`src/logic/mgr_consts.svh`:
```
// offsets, field positions and reset values for the multicast group routing registers
`ifndef MGR_CONSTS_SVH
`define MGR_CONSTS_SVH
`define MGR_OFF_CAP_CTRL 12'h004
`define MGR_OFF_BASE_LO 12'h008
`define MGR_OFF_BASE_HI 12'h00C
`define MGR_OFF_ACCEPT_LO 12'h010
`define MGR_OFF_ACCEPT_HI 12'h014
`define MGR_OFF_BLOCK_LO 12'h018
`define MGR_OFF_BLOCK_HI 12'h01C
`define MGR_OFF_UNTR_LO 12'h020
`define MGR_OFF_UNTR_HI 12'h024
`define MGR_OFF_OVL_LO 12'h028
`define MGR_OFF_OVL_HI 12'h02C
`define MGR_CTRL_ENABLE_BIT 15
`define MGR_CAP_CRC_BIT 15
`define MGR_BASE_LSB 12
`define MGR_OVL_BASE_LSB 6
`define MGR_OVL_MIN_SIZE 6'h06
`define MGR_RESET_64 64'h0000_0000_0000_0000
`define MGR_RESET_6 6'h00
`endif

```
`src/logic/mgr_pkg.sv`:
```
// types shared by the multicast group routing registers
package mgr_pkg;
  typedef enum logic [1:0] {
    MGR_PORT_ENDPOINT,
    MGR_PORT_SWITCH,
    MGR_PORT_ROOT
  } mgr_port_kind_t;
  typedef logic [63:0] mgr_addr_t;
endpackage : mgr_pkg

```
`src/logic/mgr_routing_regs.sv`:
```
// multicast group routing configuration registers with hit, group, block and overlay logic
// Summary of operation
// Read-only six-bit supported group limit, encoded count minus one.
// Endpoints report requested window size log2 in bits 13:8.
// Bit 15 of capability set only when crc regeneration is possible.
// Writable configured group count, count minus one, resets to zero.
// Software keeps configured group count at or below the supported limit.
// Configured group count sets upper end of multicast window above base.
// Configured group count is ignored while multicast is off.
// Control bit 15 enables multicast handling, resets to zero.
// Writable six-bit group field lsb position, reset zero.
// Software keeps group field lsb at 12 or more when enabled.
// Window base held in bits 63:12 of base register, reset zero.
// Software zeros base bits inside or below the group field.
// Accept vector bit set: take or forward packets of that group.
// Vector bits above configured count ignored; all vectors reset zero.
// Block vector bit set: function may not send to that group.
// Untranslated block bit set: no untranslated sends to that group.
// Endpoints without translation may keep untranslated vector reserved.
// Switch and root ports implement overlay register; endpoints do not.
// Software finds overlay register presence from the port type field.
// Egress multicast packets get their address replaced onto unicast window.
// Overlay size six or more gives aperture log2; below six disables.
// Overlay register bits 63:6 hold overlay window base, reset zero.
// Software programs shared fields identically in every structure.
// Hit when base <= address < base + groups << lsb; group is offset >> lsb.
// Overlay replaces address bits at and above size with overlay base bits.
`timescale 1ns/1ps
`include "mgr_consts.svh"
module mgr_routing_regs #(
  parameter mgr_pkg::mgr_port_kind_t PORT_KIND = mgr_pkg::MGR_PORT_SWITCH,
  parameter logic [5:0] SUPPORTED_GROUP_LIMIT = 6'h3F,
  parameter logic [5:0] WINDOW_SIZE_REQUEST = 6'h00,
  parameter logic CRC_REGEN_CAPABLE = 1'b0,
  parameter logic HAS_TRANSLATION = 1'b1
) (
  input wire logic i_clock,
  input wire logic i_nrst,
  input wire logic i_clk_en,
  input wire logic i_cfg_wr,
  input wire logic i_cfg_rd,
  input wire logic [11:0] i_cfg_addr,
  input wire logic [31:0] i_cfg_wdata,
  input wire logic [3:0] i_cfg_be,
  output logic [31:0] o_cfg_rdata,
  input wire logic i_req_valid,
  input wire logic i_req_posted,
  input wire logic i_req_untranslated,
  input wire logic i_req_egress,
  input wire logic [63:0] i_req_addr,
  output logic o_mc_hit,
  output logic [5:0] o_mc_group,
  output logic o_mc_accept,
  output logic o_mc_send_blocked,
  output logic [63:0] o_out_addr
);
  // endpoints keep the overlay pair, and without translation the untranslated vector, at zero
  localparam logic IS_PORT = (PORT_KIND != mgr_pkg::MGR_PORT_ENDPOINT);
  localparam logic UNTR_WRITABLE = IS_PORT || HAS_TRANSLATION;

  logic multicast_on_r, multicast_on_nxt;
  logic [5:0] configured_group_count_r, configured_group_count_nxt;
  logic [5:0] group_field_lsb_r, group_field_lsb_nxt;
  logic [63:12] window_base_r, window_base_nxt;
  logic [63:0] group_accept_vector_r, group_accept_vector_nxt;
  logic [63:0] group_send_block_r, group_send_block_nxt;
  logic [63:0] untranslated_send_block_r, untranslated_send_block_nxt;
  logic [63:6] overlay_base_r, overlay_base_nxt;
  logic [5:0] overlay_size_log2_r, overlay_size_log2_nxt;
  logic [31:0] rdata_r, rdata_nxt;
  logic hit_r, hit_nxt;
  logic [5:0] group_r, group_nxt;
  logic accept_r, accept_nxt;
  logic blocked_r, blocked_nxt;
  logic [63:0] out_addr_r, out_addr_nxt;

  // byte-lane merge of a 32-bit write into a stored word
  function automatic logic [31:0] merge_be(input logic [31:0] old, input logic [31:0] wd, input logic [3:0] be);
    logic [31:0] res;
    res = old;
    for (int i = 0; i < 4; i++)
    begin
      if (be[i])
      begin
        res[i*8 +: 8] = wd[i*8 +: 8];
      end
    end
    return res;
  endfunction : merge_be

  // mask of vector bits 0..top, for the supported limit or the configured group count
  function automatic logic [63:0] limit_mask(input logic [5:0] top);
    logic [63:0] m;
    m = '0;
    for (int i = 0; i < 64; i++)
    begin
      m[i] = (6'(i) <= top);
    end
    return m;
  endfunction : limit_mask

  // vector bits above the supported limit are not stored
  localparam logic [63:0] IMPL_MASK = limit_mask(SUPPORTED_GROUP_LIMIT);

  // register write path
  always_comb
  begin
    logic [31:0] cur;
    logic [31:0] nw;
    cur = '0;
    nw = '0;
    multicast_on_nxt = multicast_on_r;
    configured_group_count_nxt = configured_group_count_r;
    group_field_lsb_nxt = group_field_lsb_r;
    window_base_nxt = window_base_r;
    group_accept_vector_nxt = group_accept_vector_r;
    group_send_block_nxt = group_send_block_r;
    untranslated_send_block_nxt = untranslated_send_block_r;
    overlay_base_nxt = overlay_base_r;
    overlay_size_log2_nxt = overlay_size_log2_r;
    if (i_cfg_wr)
    begin
      unique case (i_cfg_addr)
        `MGR_OFF_CAP_CTRL:
        begin
          cur = {multicast_on_r, 9'h000, configured_group_count_r, 16'h0000};
          nw = merge_be(cur, i_cfg_wdata, i_cfg_be);
          multicast_on_nxt = nw[16 + `MGR_CTRL_ENABLE_BIT];
          configured_group_count_nxt = nw[21:16];
        end
        `MGR_OFF_BASE_LO:
        begin
          cur = {window_base_r[31:12], 6'h00, group_field_lsb_r};
          nw = merge_be(cur, i_cfg_wdata, i_cfg_be);
          group_field_lsb_nxt = nw[5:0];
          window_base_nxt[31:12] = nw[31:12];
        end
        `MGR_OFF_BASE_HI:
        begin
          window_base_nxt[63:32] = merge_be(window_base_r[63:32], i_cfg_wdata, i_cfg_be);
        end
        `MGR_OFF_ACCEPT_LO:
          group_accept_vector_nxt[31:0] = merge_be(group_accept_vector_r[31:0], i_cfg_wdata, i_cfg_be) & IMPL_MASK[31:0];
        `MGR_OFF_ACCEPT_HI:
          group_accept_vector_nxt[63:32] =
            merge_be(group_accept_vector_r[63:32], i_cfg_wdata, i_cfg_be) & IMPL_MASK[63:32];
        `MGR_OFF_BLOCK_LO:
          group_send_block_nxt[31:0] = merge_be(group_send_block_r[31:0], i_cfg_wdata, i_cfg_be) & IMPL_MASK[31:0];
        `MGR_OFF_BLOCK_HI:
          group_send_block_nxt[63:32] = merge_be(group_send_block_r[63:32], i_cfg_wdata, i_cfg_be) & IMPL_MASK[63:32];
        `MGR_OFF_UNTR_LO:
        begin
          if (UNTR_WRITABLE)
          begin
            untranslated_send_block_nxt[31:0] =
              merge_be(untranslated_send_block_r[31:0], i_cfg_wdata, i_cfg_be) & IMPL_MASK[31:0];
          end
        end
        `MGR_OFF_UNTR_HI:
        begin
          if (UNTR_WRITABLE)
          begin
            untranslated_send_block_nxt[63:32] =
              merge_be(untranslated_send_block_r[63:32], i_cfg_wdata, i_cfg_be) & IMPL_MASK[63:32];
          end
        end
        `MGR_OFF_OVL_LO:
        begin
          if (IS_PORT)
          begin
            cur = {overlay_base_r[31:6], overlay_size_log2_r};
            nw = merge_be(cur, i_cfg_wdata, i_cfg_be);
            overlay_size_log2_nxt = nw[5:0];
            overlay_base_nxt[31:6] = nw[31:6];
          end
        end
        `MGR_OFF_OVL_HI:
        begin
          if (IS_PORT)
          begin
            overlay_base_nxt[63:32] = merge_be(overlay_base_r[63:32], i_cfg_wdata, i_cfg_be);
          end
        end
        default:
        begin
        end
      endcase
    end
  end

  // read path, unmapped offsets read zero
  always_comb
  begin
    rdata_nxt = rdata_r;
    if (i_cfg_rd)
    begin
      unique case (i_cfg_addr)
        `MGR_OFF_CAP_CTRL:
          rdata_nxt = {multicast_on_r, 9'h000, configured_group_count_r,
                       CRC_REGEN_CAPABLE, 1'b0, (IS_PORT ? 6'h00 : WINDOW_SIZE_REQUEST),
                       2'b00, SUPPORTED_GROUP_LIMIT};
        `MGR_OFF_BASE_LO: rdata_nxt = {window_base_r[31:12], 6'h00, group_field_lsb_r};
        `MGR_OFF_BASE_HI: rdata_nxt = window_base_r[63:32];
        `MGR_OFF_ACCEPT_LO: rdata_nxt = group_accept_vector_r[31:0];
        `MGR_OFF_ACCEPT_HI: rdata_nxt = group_accept_vector_r[63:32];
        `MGR_OFF_BLOCK_LO: rdata_nxt = group_send_block_r[31:0];
        `MGR_OFF_BLOCK_HI: rdata_nxt = group_send_block_r[63:32];
        `MGR_OFF_UNTR_LO: rdata_nxt = untranslated_send_block_r[31:0];
        `MGR_OFF_UNTR_HI: rdata_nxt = untranslated_send_block_r[63:32];
        `MGR_OFF_OVL_LO: rdata_nxt = {overlay_base_r[31:6], overlay_size_log2_r};
        `MGR_OFF_OVL_HI: rdata_nxt = overlay_base_r[63:32];
        default: rdata_nxt = 32'h0000_0000;
      endcase
    end
  end

  // request classification and address overlay
  always_comb
  begin
    logic [63:0] base;
    logic [63:0] top;
    logic [63:0] offs;
    logic [63:0] grp;
    logic [63:0] lo_mask;
    logic [63:0] active;
    base = {window_base_r, 12'h000};
    // window end wraps whenever the window reaches the top of the 64-bit address space
    top = base + ({58'h0, configured_group_count_r} + 64'h1 << group_field_lsb_r);
    offs = i_req_addr - base;
    grp = offs >> group_field_lsb_r;
    lo_mask = (64'h1 << overlay_size_log2_r) - 64'h1;
    active = limit_mask(configured_group_count_r);
    hit_nxt = hit_r;
    group_nxt = group_r;
    accept_nxt = accept_r;
    blocked_nxt = blocked_r;
    out_addr_nxt = out_addr_r;
    if (i_req_valid)
    begin
      hit_nxt = multicast_on_r && i_req_posted && (i_req_addr >= base) && (i_req_addr < top);
      group_nxt = hit_nxt ? grp[5:0] : 6'h00;
      accept_nxt = hit_nxt && group_accept_vector_r[grp[5:0]] && active[grp[5:0]];
      blocked_nxt = hit_nxt && active[grp[5:0]] && !i_req_egress &&
                    (group_send_block_r[grp[5:0]] ||
                     (i_req_untranslated && untranslated_send_block_r[grp[5:0]]));
      out_addr_nxt = i_req_addr;
      if (IS_PORT && hit_nxt && i_req_egress && overlay_size_log2_r >= `MGR_OVL_MIN_SIZE)
      begin
        out_addr_nxt = ({overlay_base_r, 6'h00} & ~lo_mask) | (i_req_addr & lo_mask);
      end
    end
  end

  // all state frozen while the clock enable is low
  always_ff @(posedge i_clock or negedge i_nrst)
  begin
    if (!i_nrst)
    begin
      multicast_on_r <= 1'b0;
      configured_group_count_r <= `MGR_RESET_6;
      group_field_lsb_r <= `MGR_RESET_6;
      window_base_r <= '0;
      group_accept_vector_r <= `MGR_RESET_64;
      group_send_block_r <= `MGR_RESET_64;
      untranslated_send_block_r <= `MGR_RESET_64;
      overlay_base_r <= '0;
      overlay_size_log2_r <= `MGR_RESET_6;
      rdata_r <= 32'h0000_0000;
      hit_r <= 1'b0;
      group_r <= 6'h00;
      accept_r <= 1'b0;
      blocked_r <= 1'b0;
      out_addr_r <= `MGR_RESET_64;
    end
    else if (i_clk_en)
    begin
      multicast_on_r <= multicast_on_nxt;
      configured_group_count_r <= configured_group_count_nxt;
      group_field_lsb_r <= group_field_lsb_nxt;
      window_base_r <= window_base_nxt;
      group_accept_vector_r <= group_accept_vector_nxt;
      group_send_block_r <= group_send_block_nxt;
      untranslated_send_block_r <= untranslated_send_block_nxt;
      overlay_base_r <= overlay_base_nxt;
      overlay_size_log2_r <= overlay_size_log2_nxt;
      rdata_r <= rdata_nxt;
      hit_r <= hit_nxt;
      group_r <= group_nxt;
      accept_r <= accept_nxt;
      blocked_r <= blocked_nxt;
      out_addr_r <= out_addr_nxt;
    end
  end

  // outputs straight from the registers
  assign o_cfg_rdata = rdata_r;
  assign o_mc_hit = hit_r;
  assign o_mc_group = group_r;
  assign o_mc_accept = accept_r;
  assign o_mc_send_blocked = blocked_r;
  assign o_out_addr = out_addr_r;
endmodule : mgr_routing_regs

```
`config.mk`:
```
export PLATFORM = sky130hd
export DESIGN_NAME = mgr_routing_regs
export DESIGN_NICKNAME = d
export VERILOG_FILES = /design/src/logic/mgr_pkg.sv /design/src/logic/mgr_routing_regs.sv
export VERILOG_INCLUDE_DIRS = /design/src /design/src/logic
export SDC_FILE = /design/constraint.sdc
export NUM_CORES = 1
export LEC_CHECK = 0
export BUFFER_PORTS_ARGS = -buffer_cell sky130_fd_sc_hd__buf_2
export CELL_PAD_IN_SITES_DETAIL_PLACEMENT = 0
export CELL_PAD_IN_SITES_GLOBAL_PLACEMENT = 1
export CORE_ASPECT_RATIO = 0.8
export CORE_MARGIN = 2
export CORE_UTILIZATION = 30
export DETAILED_ROUTE_END_ITERATION = 6
export PLACE_DENSITY = 0.58
export SLEW_MARGIN = 20
export SYNTH_ARGS = -nofsm -noshare
export SYNTH_HDL_FRONTEND = slang
export SYNTH_SLANG_ARGS = --single-unit
```
`constraint.sdc`:
```
create_clock -name i_clock -period 11.25 [get_ports i_clock]
set_input_delay 2.25 -clock i_clock [delete_from_list [all_inputs] [get_ports i_clock]]
set_output_delay 2.25 -clock i_clock [all_outputs]
set_load 0.05 [all_outputs]
```
==> run metrics, run 1 <==
skew final 43.47 ps; routed vias 34,160; Worst Tran Pin Value ~1200 ps; Max Freq 94.06 MHz; # DRC 17; Buf/Inv on CP 5; post-route clock period utilization 0.9450; Synth async-reset ratio 1.000; final hold slack 472.4 ps; fin crit period ~11,000 ps; Setup Viol. Count Final 0; DRT antenna net count 0; die area 0.1148 mm^2; CP max stage delay 630 ps; layout cell share with drive strength beyond 1 0.1895; area grow syn2layout 12.28%; post-CTS resize count 0; grt ovf 0; Pwr Density 100.6 mW/mm^2; nets@finish 4,283; Clock Path Buffers 3; io pins around 230; most used cell, CP o21ai_0; overall power 3.799 mW; Rel. slew slack 0.2022; run status finished with violations; Max stage delay cell, worst path dfrtp_1; Post-Syn Instances 3,893; sequential share of the synthesized area 0.3169; Synth top cells by count nand2_1, dfrtp_1, nor2_1; setup TNS 0 ps; Sink Count 426; Worst setup EP type register; synth warn 0; Avg Inst Size Synth 8.640 um^2; vias in the first global route 30,920; failing checks design-rule violations; Core Util, Final 0.3406; height of the die roughly 300 um; first-pass GRT wire length 257,700 um; setup bufs post-CTS 0; max capacitance violation total 0; Num CTS Buffers 46; core area 0.1109 mm^2; Cells after DPL 5,439; RSZ-0062 raised after global routing no; Critical Path Fanout Max 33; hold-fix buffers at CTS 0; Post-synth EDFFs 0; Setup Crit Path Kind reg2reg; Max Slew Vio Count 0; GRT Overall Usage 0.3175; RD Place Congestion slightly above 1; num rows 109; Top FF cell, synth dfrtp_1; wirelength, routed 186,900 um; cell with the most instances after synthesis nand2_1; number of H-tree levels 2; DRT Pass-1 Iters 7; initial DRC count between 4,000 and 5,000; CP arrival 11,100 ps; Die X 378.4 um; Worst-Skew Late Latency 640 ps; drt wl/cell 33.85 um; CTS Root Cell clkbuf_16; fillcell total ~12,000; CP required 11,720 ps; mean number of vias per cell 6.188; Hold WC Path Type reg2reg; Final Hold Fails 0; pin count of the biggest net entering global routing 111; Post-DP HPWL 145,900 um; Port Buffers 225; initial core utilization 0.3034; initial antenna violation count 16; Yosys top cell area share 0.3169; largest cells by area after synthesis dfrtp_1, mux2_2, ha_1; Max rail drop VDD slightly below 100 uV; Yosys reg bits around 430; CTS clk-pin slew, worst paths 70 ps; Leak 16.87 nW; Cell Area, Synth 0.03363 mm^2; Syn Nets 4,187; Startpoint Class register; CTS tree done; Cell variety after synth 111; CP top delay family compound AO/OA/AOI/OAI gates; Post-Layout Cell Count ~5,500; cell taking the most area after synthesis dfrtp_1
## worst reg2reg max path, delay by kind of cell, from the launching register on
kind	cells	cell delay (ps)
buffers and inverters	5	970
adder cells (fa/ha/maj)	3	770
XOR/XNOR	1	190
multiplexers	2	330
AND/OR/NAND/NOR	9	1210
flip-flops	1	630
AO/OA/AOI/OAI	26	6420
## state kept, by name, summed over array words and instances (netlist names), 6 cells and up
name	count
configured_group_count_r	6
group_accept_vector_r	64
group_field_lsb_r	6
group_send_block_r	64
o_cfg_rdata	32
o_mc_group	6
o_out_addr	64
overlay_base_r	58
overlay_size_log2_r	6
untranslated_send_block_r	64
window_base_r	52
## power by group
group | switching [mW] | internal (mW)
Combinational | 0.450 | 0.130
Sequential | 0.0458 | 1.57
Clock | 0.714 | 0.887
## cell families (layout without fill, tap and decap cells)
kind of cell	count (synthesis)	after routing	synth area share
flip-flops	426	426	0.3169
AND/OR/NAND/NOR	1270	1270	0.1738
buffers and inverters	375	503	0.04579
multiplexers	430	430	0.1440
XOR/XNOR	91	91	0.02370
AO/OA/AOI/OAI	1126	1126	0.2303
adder cells (fa/ha/maj)	175	175	0.06547
other	0	1	0
## cells in the final DEF (no fill, tap or decap), drive strengths merged, types with 43 or more instances in the layout
| cell type | count |
|---|---|
| a31oi | 50 |
| mux2i | 143 |
| clkbuf | 63 |
| ha | 171 |
| nor2 | 317 |
| inv | 118 |
| nand4 | 68 |
| dfrtp | 426 |
| xnor2 | 48 |
| nand2 | 496 |
| a21oi | 222 |
| mux2 | 271 |
| a22oi | 63 |
| nor3 | 66 |
| nand3 | 102 |
| a21o | 49 |
| o21ai | 277 |
| buf | 306 |
| xor2 | 43 |
| a221oi | 60 |
## path summary, 6_finish.rpt
path,startpoint,to,slack [ps],cells past startpoint
min reg2reg,o_cfg_rdata[28],o_cfg_rdata[28],470,1
min in group asynchronous,i_nrst,o_out_addr[1],1550,1
max in group asynchronous,i_nrst,group_send_block_r[19],7400,3
max reg2reg,configured_group_count_r[0],o_out_addr[62],620,46
min,o_cfg_rdata[28],o_cfg_rdata[28],470,1
max,configured_group_count_r[0],o_out_addr[62],620,46
## layer usage
layer	global-route usage	vias to the layer above	part of all wire
li1	-	14690	-
met1	0.4949	17320	0.47
met2	0.4346	1950	0.40
met3	0.07206	199	0.11
met4	0.07209	6	0.024
met5	0	-	0.00022
## cell type report
class,instances,area (um^2),share of cell area
multi-input combinational,3092,21510,0.5696
sequential,426,10670,0.2824
tap,1498,1874,0.04963
timing repair buffer,306,1769,0.04685
clock buffer,63,1356,0.03592
inverter,117,439.2,0.01163
clock inverter,17,147.6,0.003910
antenna,1,2.502,0.00006626
## through the flow
step	setup slack [ps]	cell area [um^2]
6_report	618.3	37760
5_1_grt	69.38	37760
4_1_cts	702.5	37750
3_5_place_dp	747.3	36240
3_3_place_gp	1001	36240
2_1_floorplan	1132	33630
Note: power is estimated with default switching activity, not from simulation.
==> run 2: changes to the inputs <==
--- a/config.mk
+++ b/config.mk
@@ -13,7 +13,7 @@
 export CORE_MARGIN = 2
 export CORE_UTILIZATION = 30
 export DETAILED_ROUTE_END_ITERATION = 6
-export PLACE_DENSITY = 0.58
+export PLACE_DENSITY = 0.66
 export SLEW_MARGIN = 20
 export SYNTH_ARGS = -nofsm -noshare
 export SYNTH_HDL_FRONTEND = slang
==> run metrics, run 2 (same netlist as run 1, synthesis figures left out) <==
Setup Viol. Count Final 0; Port Buffers 225; most used cell, CP o21ai_0; number of H-tree levels 2; Max Slew Vio Count 0; routed vias 34,100; run status finished clean; RSZ-0062 raised after global routing no; Worst-Skew Late Latency 620 ps; Pwr Density 100.7 mW/mm^2; grt ovf 0; post-route clock period utilization 0.9396; Max rail drop VDD between 100 and 150 uV; io pins 226; GRT Overall Usage 0.3060; first-pass GRT wire length between 200,000 and 250,000 um; fin crit period 10,570 ps; CP arrival 11,030 ps; nets@finish 4,268; Hold WC Path Type reg2reg; commonest cells after routing, fill and taps aside nand2_1, dfrtp_1, nor2_1, mux2_2, o21ai_0; Worst Tran Pin Value 1216 ps; Post-DP HPWL about 140,000 um; Max stage delay cell, worst path dfrtp_2; CTS clk-pin slew, worst paths 70 ps; Sink Count 426; vias in the first global route 30,900; Max Freq 94.60 MHz; num rows 109; pin count of the biggest net entering global routing 162; Critical Path Fanout Max 11; layout cell share with drive strength beyond 1 0.1871; Startpoint Class register; overall power 3.792 mW; Cells after DPL 5,426; Num CTS Buffers 44; Leak 16.79 nW; CTS Root Cell clkbuf_16; Die X roughly 380 um; Rel. slew slack 0.1820; Worst Setup Slack, final 679.3 ps; initial DRC count roughly 4,800; skew final 30.55 ps; RD Place Congestion 1.007; CP required around 12,000 ps; wirelength, routed 180,600 um; CP max stage delay 530 ps; Worst setup EP type register; FF-to-FF setup slack 680 ps; Final Hold Fails 0; setup TNS 0 ps; drt wl/cell 32.79 um; initial antenna violation count 9; core area 0.1109 mm^2; area grow syn2layout 11.98%; commonest non-fill, non-tap cell in the layout nand2_1; DRT Pass-1 Iters 7; die area between 0.1 and 0.15 mm^2; max capacitance violation total 0; Setup WS pre-CTS approximately 680 ps; CTS tree done; height of the die 303.5 um; mean number of vias per cell 6.190; Setup Crit Path Kind reg2reg; initial core utilization 0.3034; # DRC 0; DRT antenna net count 0; Clock Path Buffers 3; Post-Layout Cell Count between 5,000 and 6,000
## run 2: power breakdown
| part | internal [mW] | switching (mW) |
|---|---|---|
| clock | 0.887 | 0.710 |
| sequential | 1.57 | 0.0481 |
| combinational | 0.129 | 0.446 |
| total | 2.59 | 1.20 |
## run 2: metrics by stage
stage / utilization / instance area (um^2) / hold WS, ps
6_report: 0.3397 / 37660 / 475.7
5_1_grt: 0.3396 / 37660 / 495.3
4_1_cts: 0.3394 / 37630 / 483.0
3_5_place_dp: 0.3259 / 36130 / 467.9
3_3_place_gp: 0.3259 / 36130 / 460.9
2_1_floorplan: - / 33630 / 495.3
## run 2: final timing paths
| kind | from | end | depth (start not counted) |
|---|---|---|---|
| min in group asynchronous | i_nrst | o_out_addr[47] | 1 |
| min reg2reg | o_cfg_rdata[11] | o_cfg_rdata[11] | 2 |
| max reg2reg | configured_group_count_r[0] | o_out_addr[25] | 46 |
| max | configured_group_count_r[0] | o_out_addr[25] | 46 |
| max in group asynchronous | i_nrst | group_accept_vector_r[16] | 3 |
| min | o_cfg_rdata[11] | o_cfg_rdata[11] | 2 |
## run 2: cell type report
type                            count  area [um^2]
Tap cell                         1498         1874
Sequential cell                   426        10670
Clock inverter                     20        237.7
Timing Repair Buffer              293         1663
Multi-Input combinational cell   3092        21510
Fill cell                       11680        73210
Antenna cell                        3        7.507
Inverter                          117        439.2
Clock buffer                       60         1262
## run 2: per-layer routing
layer,vias up,global-route usage,share of wire
li1,14670,-,-
met1,17120,0.4636,0.46
met2,2024,0.4141,0.39
met3,282,0.08624,0.12
met4,8,0.08774,0.032
met5,-,0,0.00052
## run 2: critical path, delay by kind of cell, from the launching register on
family | cells | cell delay (ps)
compound gates | 26 | 6170
simple gates | 10 | 1720
fa+ha+maj | 3 | 750
buf+inv | 4 | 580
flops | 1 | 530
mux | 2 | 430
xor+xnor | 1 | 190
## run 2: what timing repair did
| item | in CTS | in global routing |
|---|---|---|
| buffers inserted | 0 | 0 |
| endpoints found under the setup margin | 0 | 53 |
| hold buffers | 0 | 0 |
| hold endpoints to repair | 0 | 0 |
| gates resized for setup | 0 | 7 |
